===== src/video_front_params.svh =====
`ifndef VIDEO_FRONT_PARAMS_SVH
`define VIDEO_FRONT_PARAMS_SVH

// ==========================================================
// Widths
`define CODE_W        10
`define LEVEL_W       12
`define WORD_W        32

// ==========================================================
// Field positions inside a buffered pixel word
`define F_RED_LSB     0
`define F_GREEN_LSB   10
`define F_BLUE_LSB    20
`define F_BLANK_N     30
`define F_SYNC_N      31

// ==========================================================
// Output current levels in code steps
`define PEDESTAL_LSB  12'h054
`define SYNC_LSB      12'h1bb
`define BLANK_LEVEL   12'h000

// ==========================================================
// Buffer
`define BUF_DEPTH     2

`endif


===== src/video_front_pkg.sv =====
package video_front_pkg;
    typedef logic [9:0]  chan_code_t;
    typedef logic [11:0] level_t;
    typedef logic [31:0] pixel_word_t;
endpackage


===== src/video_dac_front.sv =====
// Behaviour
// The retrace gate and the green tip control are sampled on the rising clock edge just like the pixel codes.
// The green tip control travels the same pipeline as the retrace gate and the codes so all act on the output together.
// Sampled inputs pass one pipeline stage and the output levels change on the clock edge after the sampling edge.
// While the sampled retrace gate is low every pixel code is ignored; red and blue sit at the blanking level and green carries only any sync current.
// With the retrace gate high each code rides on a pedestal, and with it low both code and pedestal are removed.
// With the green tip control high a sync current worth forty IRE is added to the green output only.
// With the green tip control low the sync current is off so a blanked green output falls to zero during the tip.
// The sync current feeds only the green channel and red and blue ignore the green tip control.
// The green tip control never overrides codes or the retrace gate and only adds or removes the sync current.
// The controller drives the green tip control low only while the retrace gate holds the outputs blanked.
// A system with no sync on green holds the green tip control low all the time.
// There are three identical ten-bit channels for red, green and blue, each fed by its own code bus.
// All three codes and both controls are captured on one edge so the channel outputs update together.
`timescale 1ns/1ps
`include "video_front_params.svh"

module video_dac_front
    import video_front_pkg::*;
#(
    parameter int     CODE_W       = `CODE_W,
    parameter level_t PEDESTAL_LSB = `PEDESTAL_LSB,
    parameter level_t SYNC_LSB     = `SYNC_LSB
) (
    input  wire logic              clk,
    input  wire logic              rst,
    input  wire logic [CODE_W-1:0] red_code_in,
    input  wire logic [CODE_W-1:0] green_code_in,
    input  wire logic [CODE_W-1:0] blue_code_in,
    input  wire logic              blank_n_in,
    input  wire logic              sync_n_in,
    input  wire logic              in_valid,
    output logic                   in_ready,
    output level_t                 red_level,
    output level_t                 green_level,
    output level_t                 blue_level,
    output logic                   out_valid,
    input  wire logic              out_ready
);
    // ==========================================================
    // Sampling stage
    // The inputs come from logic on this same clock, so they are captured directly.
    pixel_word_t in_word;
    pixel_word_t head_word;
    logic        head_valid;
    logic        load_out;
    logic        in_take;

    assign in_word = {sync_n_in, blank_n_in, blue_code_in, green_code_in, red_code_in}; // see R2
    assign in_take = in_valid && in_ready;

    pixel_skid_buffer #(
        .WIDTH (`WORD_W),
        .DEPTH (`BUF_DEPTH)
    ) u_buf (
        .clk      (clk),
        .rst      (rst),
        .wr_data  (in_word),
        .wr_valid (in_valid),
        .wr_ready (in_ready),
        .rd_data  (head_word),
        .rd_valid (head_valid),
        .rd_ready (load_out)
    );

    // ==========================================================
    // Level computation
    // One shared function keeps the three channels identical; only green gets the sync term.
    function automatic level_t chan_level(input logic [CODE_W-1:0] code,
                                          input logic              blank_n,
                                          input logic              sync_on);
        level_t lvl;
        lvl = `BLANK_LEVEL;
        if (blank_n) begin
            lvl = level_t'(PEDESTAL_LSB + level_t'(code));
        end
        if (sync_on) begin
            lvl = level_t'(lvl + SYNC_LSB); // see R6
        end
        return lvl;
    endfunction

    logic [CODE_W-1:0] h_red;
    logic [CODE_W-1:0] h_green;
    logic [CODE_W-1:0] h_blue;
    logic              h_blank_n;
    logic              h_sync_n;

    assign h_red     = head_word[`F_RED_LSB +: CODE_W];
    assign h_green   = head_word[`F_GREEN_LSB +: CODE_W];
    assign h_blue    = head_word[`F_BLUE_LSB +: CODE_W];
    assign h_blank_n = head_word[`F_BLANK_N];
    assign h_sync_n  = head_word[`F_SYNC_N];

    // ==========================================================
    // Output stage
    // A stall by the converter side holds the stage, and the buffer absorbs up to two words behind it.
    localparam int NCHAN = 3;

    level_t            level_q  [NCHAN];
    logic [CODE_W-1:0] h_code   [NCHAN];
    logic              sync_sel [NCHAN];
    logic              out_valid_q;

    assign h_code[0]   = h_red;
    assign h_code[1]   = h_green;
    assign h_code[2]   = h_blue;

    // Only the green converter owns the sync current source.
    assign sync_sel[0] = 1'b0;
    assign sync_sel[1] = h_sync_n; // see R6
    assign sync_sel[2] = 1'b0;

    assign load_out    = head_valid && (!out_valid_q || out_ready);
    assign out_valid   = out_valid_q;
    assign red_level   = level_q[0];
    assign green_level = level_q[1];
    assign blue_level  = level_q[2];

    // ==========================================================
    // Channel registers
    // All three registers load on the same edge, which keeps the colours of one pixel aligned.
    generate
        for (genvar c = 0; c < NCHAN; c++) begin : g_chan
            always_ff @(posedge clk) begin
                if (rst) begin
                    level_q[c] <= `BLANK_LEVEL;
                end else if (load_out) begin
                    level_q[c] <= chan_level(h_code[c], h_blank_n, sync_sel[c]); // see R4, see R9
                end
            end
        end
    endgenerate

    always_ff @(posedge clk) begin
        if (rst) begin
            out_valid_q <= 1'b0;
        end else if (load_out) begin
            out_valid_q <= 1'b1;
        end else if (out_ready) begin
            out_valid_q <= 1'b0;
        end
    end
endmodule


===== src/pixel_skid_buffer.sv =====
`timescale 1ns/1ps
`include "video_front_params.svh"

module pixel_skid_buffer #(
    parameter int WIDTH = `WORD_W,
    parameter int DEPTH = `BUF_DEPTH
) (
    input  wire logic             clk,
    input  wire logic             rst,
    input  wire logic [WIDTH-1:0] wr_data,
    input  wire logic             wr_valid,
    output logic                  wr_ready,
    output logic [WIDTH-1:0]      rd_data,
    output logic                  rd_valid,
    input  wire logic             rd_ready
);
    localparam int PW = (DEPTH > 2) ? $clog2(DEPTH) : 1;
    localparam int CW = $clog2(DEPTH + 1);

    logic [WIDTH-1:0] mem_q [DEPTH];
    logic [PW-1:0]    wr_ptr_q;
    logic [PW-1:0]    rd_ptr_q;
    logic [CW-1:0]    count_q;
    logic             push;
    logic             pop;

    assign wr_ready = (count_q != CW'(DEPTH));
    assign rd_valid = (count_q != '0);
    assign rd_data  = mem_q[rd_ptr_q];
    assign push     = wr_valid && wr_ready;
    assign pop      = rd_valid && rd_ready;

    // ==========================================================
    // Storage
    always_ff @(posedge clk) begin
        if (push) begin
            mem_q[wr_ptr_q] <= wr_data;
        end
    end

    // ==========================================================
    // Pointers and fill count
    always_ff @(posedge clk) begin
        if (rst) begin
            wr_ptr_q <= '0;
            rd_ptr_q <= '0;
            count_q  <= '0;
        end else begin
            if (push) begin
                wr_ptr_q <= (wr_ptr_q == PW'(DEPTH - 1)) ? '0 : PW'(wr_ptr_q + 1'b1);
            end
            if (pop) begin
                rd_ptr_q <= (rd_ptr_q == PW'(DEPTH - 1)) ? '0 : PW'(rd_ptr_q + 1'b1);
            end
            if (push && !pop) begin
                count_q <= CW'(count_q + 1'b1);
            end else if (pop && !push) begin
                count_q <= CW'(count_q - 1'b1);
            end
        end
    end
endmodule


===== config.mk =====
export PLATFORM = sky130hd
export DESIGN_NAME = video_dac_front
export DESIGN_NICKNAME = d
export VERILOG_FILES = /design/src/video_front_pkg.sv /design/src/video_dac_front.sv /design/src/pixel_skid_buffer.sv
export VERILOG_INCLUDE_DIRS = /design/src
export SDC_FILE = /design/constraint.sdc
export NUM_CORES = 1
export LEC_CHECK = 0
export ABC_AREA = 1
export BUFFER_PORTS_ARGS = -buffer_cell sky130_fd_sc_hd__buf_2
export CORE_ASPECT_RATIO = 1.5
export CORE_MARGIN = 1
export CORE_UTILIZATION = 49
export DETAILED_ROUTE_END_ITERATION = 7
export PLACE_DENSITY = 0.84
export SLEW_MARGIN = 30
export SYNTH_ARGS = -nofsm -noshare
export SYNTH_HDL_FRONTEND = slang
export SYNTH_SLANG_ARGS = --single-unit

===== constraint.sdc =====
create_clock -name clk -period 2.2 [get_ports clk]
set_input_delay 0.22 -clock clk [delete_from_list [all_inputs] [get_ports clk]]
set_output_delay 0.22 -clock clk [all_outputs]
set_load 0.005 [all_outputs]

---- Word level (Yosys, flattened, before mapping) ----
Memory sizes are Yosys's and may differ from the RTL's. A register that Yosys moved wholly into a read port is not among the register bits.
Index checks and enable logic that the tools add are counted.
storage, ports and cells
  flip-flop bits (word level) ............. 5
  bits in writable memories ............... 100
  input port bits ......................... 36
  output and inout port bits .............. 38
  logic and storage cells ................. 60
  memories ................................ 2
cells by class
  $add $sub $neg .......................... 8
  equal/unequal tests ..................... 1
  muxes and demuxes ....................... 30
  bitwise operators ....................... 3
  reductions and logical operators ........ 12
memories
  memory       depth  width  read ports  clocked after memory_dff  write ports  line                     text
  u_buf.mem_q  2      32     1           1                         1            pixel_skid_buffer.sv:20  logic [WIDTH-1:0] mem_q [DEPTH];
  level_q      3      12     3           0                         3            video_dac_front.sv:100   level_t level_q [NCHAN];
operators with widths
  kind                                               number
  two-way mux 12 bit                                 12
  adder 7 x 10 -> 11 bit (first input constant)      3
  two-way mux 11 bit                                 3
  two-way mux 1 bit                                  13
  adder 12 x 9 -> 12 bit (second input constant)     1
  nonzero test 2 bit                                 3
  logical AND 1 bit                                  5
  two-way mux 2 bit                                  2
  logical NOT 1 bit                                  3
  OR 1 bit                                           3
  adder 1 bit (second input constant)                2
  adder 2 x 1 -> 2 bit (second input constant)       1
  != test 2 bit (second input constant)              1
  subtractor 2 x 1 -> 2 bit (second input constant)  1
  logical OR 1 bit                                   1

---- Longest topological paths before layout ----
Gate-level depths: netlist of the first run.
  word-level depth ........................ 10
  mapped depth ............................ 16
  gate-level depth less buffers ........... 15

---- Cells and area by module ----
A second synthesis of the first run with hierarchy kept.
unflattened totals
  cells, all modules ...................... 365
  area total of the unflattened synthesis .. 4719.5 um^2
modules (own cells, without submodules)
  module             times used  cells an instance  area an instance (um^2)  sequential area each (um^2)
  pixel_skid_buffer  1           137                2705.1                   2021.9
  video_dac_front    1           228                2014.4                   1041.0

---- Least setup slack after synthesis of the first run ----
Ideal clock, no wire load.
  kind .................................... register -> register
  start ................................... register u_buf.count_q[0]
  end ..................................... memory u_buf.mem_q[1][0] in the netlist's numbering (enable)
  setup time .............................. 0.423 ns
  data arrival time ....................... 1.919 ns
  data required time ...................... 1.777 ns
  path slack .............................. -0.142 ns
  stages on the path, launching flop included .. 5
  path buffers ............................ 0
  clock period less this slack ............ 2.342 ns
  cells stage by stage .................... dfxtp_1 > inv_1 > nand2_1 > nand2_1 > nor2_1
on the way
  longest elaborated chain between the ends .. 4
RTL lines
  what                                     line                     text
  start: declaration                       pixel_skid_buffer.sv:23  logic [CW-1:0] count_q;
  start signal: assignment                 pixel_skid_buffer.sv:56  count_q <= CW'(count_q + 1'b1);
  start signal: assignment                 pixel_skid_buffer.sv:58  count_q <= CW'(count_q - 1'b1);
  != test 2 bit                            pixel_skid_buffer.sv:27  assign wr_ready = (count_q != CW'(DEPTH));
  named net in_ready                       video_dac_front.sv:33    output logic in_ready,
  logical AND 1 bit                        pixel_skid_buffer.sv:30  assign push = wr_valid && wr_ready;
  two-way mux 1 bit                        pixel_skid_buffer.sv:36  if (push) begin
  two-way mux 1 bit (not written as such)  pixel_skid_buffer.sv:37  mem_q[wr_ptr_q] <= wr_data;
  end: declaration                         pixel_skid_buffer.sv:20
The timed path passes the listed nets, and every way through them passes these cells.

==> flow_metrics.env, run 1 <==
export IMPL_status="completed"
export IMPL_clk_pin_slew_ns=0.07
export IMPL_max_cap_violations=0
export IMPL_initial_core_util_pct=50.8
export IMPL_clkPwrFrac_pct=21.8
export IMPL_crit_chain="inv_4, nand2_1, nand2_1, nor2_4, inv_1, ha_1, nand3b_1, nand2_1, nor2_1, nand2_1, nand2_2, nand3_2, nand2_1, nand2_1, nor2_1"
export IMPL_antenna_found_initial=0
export IMPL_rsz0062_at_grt="yes"
export IMPL_power_frac_seq_pct=40.0
export IMPL_finalInstanceArea_um2=5430
export IMPL_syn_area_um2=4510
export IMPL_die_y_um=119
export IMPL_async_flop_share_pct=0
export IMPL_viasPerCell=5.09
export IMPL_cp_top_family="simple AND/OR/NAND/NOR gates"
export IMPL_cts_tree="built"
export IMPL_hold_viol=0
export IMPL_io_buffers=71
export IMPL_route_detailed_drc=0
export IMPL_place_detailed_hpwl_mm=5.88
export IMPL_crit_type="register to register"
export IMPL_clk_path_buf_depth=2
export IMPL_critPathMaxFanout=14
export IMPL_first_iter_violations=289
export IMPL_die_area_um2=9600
export IMPL_p_sw_share_pct=35.8
export IMPL_nFillCells=678
export IMPL_setup_viol_count_final=0
export IMPL_peakVddDrop_uv=708
export IMPL_ff_latch_area_um2=3070
export IMPL_track_usage_pct=17.9
export IMPL_postRouteAntennaNets=0
export IMPL_layout_commonest_cell="nand2_1"
export IMPL_power_density_nw_per_um2=1330
export IMPL_final_layout_size_suffix_gt1_share_pct=25.2
export IMPL_dr_total_vias=3139
export IMPL_first_pass_iters=4
export IMPL_synth_cell_types=29
export IMPL_crit_top_cell="nand2_1"
export IMPL_antenna_cells=0
export IMPL_die_w_um=80.3
export IMPL_finalCriticalPeriod_ns=2.12
export IMPL_setup_tns_ns=0
export IMPL_grt_pass1_vias=2815
export IMPL_synthFlopType="edfxtp_1"
export IMPL_cts_htree_levels=3
export IMPL_crit_arrival_ns=2.23
export IMPL_place_gp_congestion=0.844
export IMPL_num_rows=42
export IMPL_fin_util_pct=61.1
export IMPL_routed_wl_mm=8.21
export IMPL_clock_sinks=104
export IMPL_wl_per_cell_um=13.3
export IMPL_cp_num_buf_inv=2
export IMPL_cts_root_buffer="clkbuf_16"
export IMPL_slew_viol_final=0
export IMPL_p_leak_nw=2.35
export IMPL_area_delta_synth_final_pct=20.5
export IMPL_p_comb_share_pct=38.2
export IMPL_synth_seq_cells=104
export IMPL_synthCells=416
export IMPL_grt_pass1_wl_mm=12.7
export IMPL_cts_hold_buffers=0
export IMPL_fin_worst_skew_ns=0.0101
export IMPL_worstSkewPairLatency_ns=0.35
export IMPL_grt_max_degree=35
export IMPL_multi_input_area_um2=1290
export IMPL_hp_start="blue_code_in[8]"
export IMPL_synth_enable_flop_cells=98
export IMPL_cell_internal_pwr_mw=4.64
export IMPL_nNetsFinal=543
export IMPL_clock_fmax_mhz=472
export IMPL_cts_made_buffers=9
export IMPL_avgSynthCellArea_um2=10.8
export IMPL_fp_coreArea_um2=8880
export IMPL_period_share_pct=96.4
export IMPL_mostFrequentLayoutCells="114 x nand2_1, 98 x edfxtp_1, 71 x buf_2, 38 x inv_1"
export IMPL_synth_seq_area_share_pct=67.9
export IMPL_end_kind="register"
export IMPL_dpl_cell_area_um2=5010
export IMPL_worst_setup_path_start_kind="register"
export IMPL_total_power_mw=7.24
export IMPL_globalRoute_totalOverflow=0
export IMPL_io_pins=74
export IMPL_ys_warn_count=0
export IMPL_switchingPower_mw=2.59
export IMPL_hold_class="primary input to register"
export IMPL_cp_required_ns=2.31
export IMPL_slowest_delay_ns=0.40
export IMPL_critPathSlowestCell="dfxtp_4"
## power groups by stage
stage	combinational (mW)	sequential, mW	clock (mW)
finish	2.76	2.89	1.58
global route	3.09	2.93	1.66
global placement	2.38	2.91	0
detailed placement	2.49	2.93	0
floorplan	1.72	2.96	0
CTS	2.53	2.89	1.60
## synth_stat cells (5+ instances only)
cell,n,area (µm²)
nand3_1,21,105
ha_1,5,62.6
o21ai_1,5,25.0
a21oi_1,28,140
nand2_1,118,443
o21ai_0,19,95.1
edfxtp_1,98,2940
nor2_1,32,120
dfxtp_1,6,120
inv_1,38,143
## worst paths after layout
check | to | slack, ns | cells past startpoint
min | u_buf.mem_q[0][28]$_DFFE_PP_ | 0.06 | 1
max reg2reg | level_q[1][8]$_SDFFCE_PN0P_ | 0.08 | 15
max | level_q[1][8]$_SDFFCE_PN0P_ | 0.08 | 15
min reg2reg | u_buf.count_q[1]$_SDFFE_PP0P_ | 0.51 | 2
## what timing repair did
item,CTS,global route
pin swaps,0,5
resized for setup,4,20
endpoints found under the setup margin,5,8
buffers inserted,0,4
## area by class of cell
cell class              instances  share of cell area, %
clock inverters                 2                  0.323
inverters                      42                   2.95
multi-input cells             260                   23.8
repair buffers                 85                   8.62
well taps                     110                   2.53
clock buffers                  14                   5.28
flip-flops and latches        104                   56.5
## routing by layer
layer  part of all wire, %  global-route usage (%)  up-vias
met1                    40                    21.0     1436
met2                    52                    29.6      107
met4                   3.0                    12.1        0
met3                   5.5                    3.07       17
met5                     0                       0        -
li1                      -                       -     1579
## sequential cells by signal (all words and copies together) (netlist names), named ones only
name            count
u_buf.wr_ptr_q      1
u_buf.rd_ptr_q      1
u_buf.mem_q        64
u_buf.count_q       2
level_q            34
out_valid           1
## per-stage QoR
step                worst slack (ns)  instances  hold slack [ns]
floorplan                      0.269        417            0.292
CTS                          0.00201        613           0.0462
detailed placement           -0.0395        597            0.412
global placement              0.0826        597            0.408
global route                 -0.0964        617           0.0477
finish                        0.0800        617           0.0566
## cell families after synthesis
family                     Yosys count  share of synthesized area [%]
adders and majority gates            5                           1.39
other                                1                         0.0832
DFF                                104                           67.9
muxes                                4                          0.888
buffers and inverters               53                           5.19
and+or+nand+nor                    190                           17.5
xor gates and xnor gates             1                          0.194
AOI/OAI and AO/OA                   58                           6.83
Note: power is estimated with default switching activity, not from simulation.
==> run 2: changes to the inputs <==
--- a/config.mk
+++ b/config.mk
@@ -11,6 +11,7 @@
 export CORE_ASPECT_RATIO = 1.5
 export CORE_MARGIN = 1
 export CORE_UTILIZATION = 49
+export CTS_BUF_LIST = sky130_fd_sc_hd__clkbuf_4 sky130_fd_sc_hd__clkbuf_8
 export DETAILED_ROUTE_END_ITERATION = 7
 export PLACE_DENSITY = 0.84
 export SLEW_MARGIN = 30
==> run 2 against run 1 <==
- non-clock buffer count up 1
- fmax grew 2.8%
- largest power group unchanged
- core utilization fell by 1.1 points
- critical path depth shrank 5
==> flow_metrics.env, run 2 (synthesized netlist as in run 1, its figures left out) <==
export IMPL_grt_pass1_vias=2817
export IMPL_route_detailed_drc=0
export IMPL_reg_top3="u_buf.mem_q (64), level_q (34), u_buf.count_q (2)"
export IMPL_cp_top_family="simple AND/OR/NAND/NOR gates"
export IMPL_io_pins=74
export IMPL_grt_pass1_wl_mm=12.7
export IMPL_routed_wl_mm=8.01
export IMPL_clock_sinks=104
export IMPL_period_share_pct=93.7
export IMPL_post_layout_nonfiller_instances=618
export IMPL_peakVddDrop_uv=738
export IMPL_fin_ws_ns=0.138
export IMPL_largest_register="u_buf.mem_q"
export IMPL_die_y_um=119
export IMPL_area_delta_synth_final_pct=18.3
export IMPL_die_w_um=80.3
export IMPL_track_usage_pct=17.8
export IMPL_num_rows=42
export IMPL_max_cap_violations=0
export IMPL_fin_worst_skew_ns=0.0127
export IMPL_nNetsFinal=544
export IMPL_hold_viol=0
export IMPL_crit_top_cell="a21oi_1"
export IMPL_slowest_delay_ns=0.41
export IMPL_setup_viol_count_final=0
export IMPL_globalRoute_totalOverflow=0
export IMPL_hold_class="primary input to register"
export IMPL_largest_register_ffs=64
export IMPL_clk_pin_slew_ns=0.09
export IMPL_final_layout_size_suffix_gt1_share_pct=25.8
export IMPL_total_power_mw=6.88
export IMPL_mostFrequentLayoutCells="115 x nand2_1, 98 x edfxtp_1, 71 x buf_2, 38 x inv_1"
export IMPL_first_iter_violations=239
export IMPL_crit_type="register to register"
export IMPL_cp_num_buf_inv=3
export IMPL_power_density_nw_per_um2=1290
export IMPL_worst_path_stages=10
export IMPL_critPathMaxFanout=14
export IMPL_initial_core_util_pct=50.8
export IMPL_first_pass_iters=4
export IMPL_wl_per_cell_um=13.0
export IMPL_cts_tree="built"
export IMPL_place_detailed_hpwl_mm=5.88
export IMPL_crit_arrival_ns=2.18
export IMPL_grt_max_degree=35
export IMPL_post_place_ws_ns=-0.0395
export IMPL_clock_fmax_mhz=485
export IMPL_antenna_cells=0
export IMPL_p_leak_nw=2.32
export IMPL_layout_commonest_cell="nand2_1"
export IMPL_worst_setup_path_start_kind="register"
export IMPL_ff_latch_area_um2=3070
export IMPL_end_kind="register"
export IMPL_finalInstanceArea_um2=5330
export IMPL_antenna_found_initial=0
export IMPL_r2r_cells=10
export IMPL_cp_required_ns=2.32
export IMPL_die_area_um2=9600
export IMPL_status="completed"
export IMPL_clk_path_buf_depth=2
export IMPL_cts_root_buffer="clkbuf_8"
export IMPL_worstSkewPairLatency_ns=0.37
export IMPL_dpl_cell_area_um2=5010
export IMPL_io_buffers=71
export IMPL_place_gp_congestion=0.844
export IMPL_nFillCells=698
export IMPL_finalCriticalPeriod_ns=2.06
export IMPL_hold_path_depth=1
export IMPL_dp_cells=597
export IMPL_dr_total_vias=3162
export IMPL_crit_chain="inv_4, buf_4, or2_2, o21ai_1, inv_1, or2_1, nand2_1, a21oi_1, o21ai_0, a21oi_1"
export IMPL_multi_input_area_um2=1270
export IMPL_slew_viol_final=0
export IMPL_cts_htree_levels=3
export IMPL_cts_made_buffers=9
export IMPL_viasPerCell=5.12
export IMPL_postRouteAntennaNets=0
export IMPL_critPathSlowestCell="dfxtp_4"
export IMPL_fp_coreArea_um2=8880
[run 2: cell types whose count changed in the layout (fill, tap and decap cells not counted)]
cell and delta:
bufinv_16 +2, clkbuf_16 -11, buf_4 +1, clkbuf_8 +9, nor2_2 +2, nand2_4 -1, clkbuf_4 +3, nand2_1 +1
a21oi_4 -1, clkbuf_1 -3, a21oi_2 +1, nor2_4 -2
[run 2: final timing paths]
kind / from / end / slack [ns]
worst max register to register: register / level_q[2][8]$_SDFFCE_PN0P_ / 0.14
worst max-delay path: register / level_q[2][8]$_SDFFCE_PN0P_ / 0.14
worst min-delay path: red_code_in[1] / u_buf.mem_q[1][1]$_DFFE_PP_ / 0.03
worst min register to register: u_buf.count_q[1]$_SDFFE_PP0P_ / u_buf.count_q[1]$_SDFFE_PP0P_ / 0.51
[run 2: what timing repair did]
action | 4_1_cts | 5_1_grt
endpoints found under the setup margin | 5 | 9
pin swaps | 0 | 4
resized for setup | 1 | 18
setup buffers | 0 | 5
hold buffers | 0 | 0
cloned | 0 | 0
[run 2: where the power goes]
| part | internal [mW] | switching (mW) | leakage, nW |
|---|---|---|---|
| sequential | 2.76 | 0.131 | 1.02 |
| combinational | 0.961 | 1.74 | 1.18 |
| clock | 0.688 | 0.606 | 0.116 |
| total | 4.41 | 2.48 | 2.32 |
[run 2: layout make-up]
class	instances	share of cell area (%)
Sequential cell	104	57.5
Multi-Input combinational cell	260	23.8
Timing Repair Buffer	86	8.92
Inverter	42	3.00
Clock buffer	12	2.75
Tap cell	110	2.58
Clock inverter	4	1.45
[run 2: metrics by stage]
stage | hold WS, ns | utilization, % | TNS (ns)
2_1_floorplan | 0.292 | - | 0
3_3_place_gp | 0.408 | 56.4 | 0
3_5_place_dp | 0.412 | 56.4 | -0.0733
4_1_cts | 0.0175 | 58.9 | 0
5_1_grt | 0.0147 | 60.0 | -0.00222
6_report | 0.0348 | 60.0 | 0
[run 2: metal layers]
layer  vias to the layer above  wire length, µm  GRT usage (%)
met2                       113             4160           29.8
met1                      1444             3140           20.7
li1                       1580                -              -
met5                         -                0              0
met3                        25              447           3.45
met4                         0              262           10.8
[run 2: worst register-to-register path, cell delays in order, from the launching register on]
cell and delay, ns:
dfxtp_4 0.41, inv_4 0.08, buf_4 0.19, or2_2 0.27
o21ai_1 0.10, inv_1 0.07, or2_1 0.26, nand2_1 0.10
a21oi_1 0.10, o21ai_0 0.17, a21oi_1 0.06
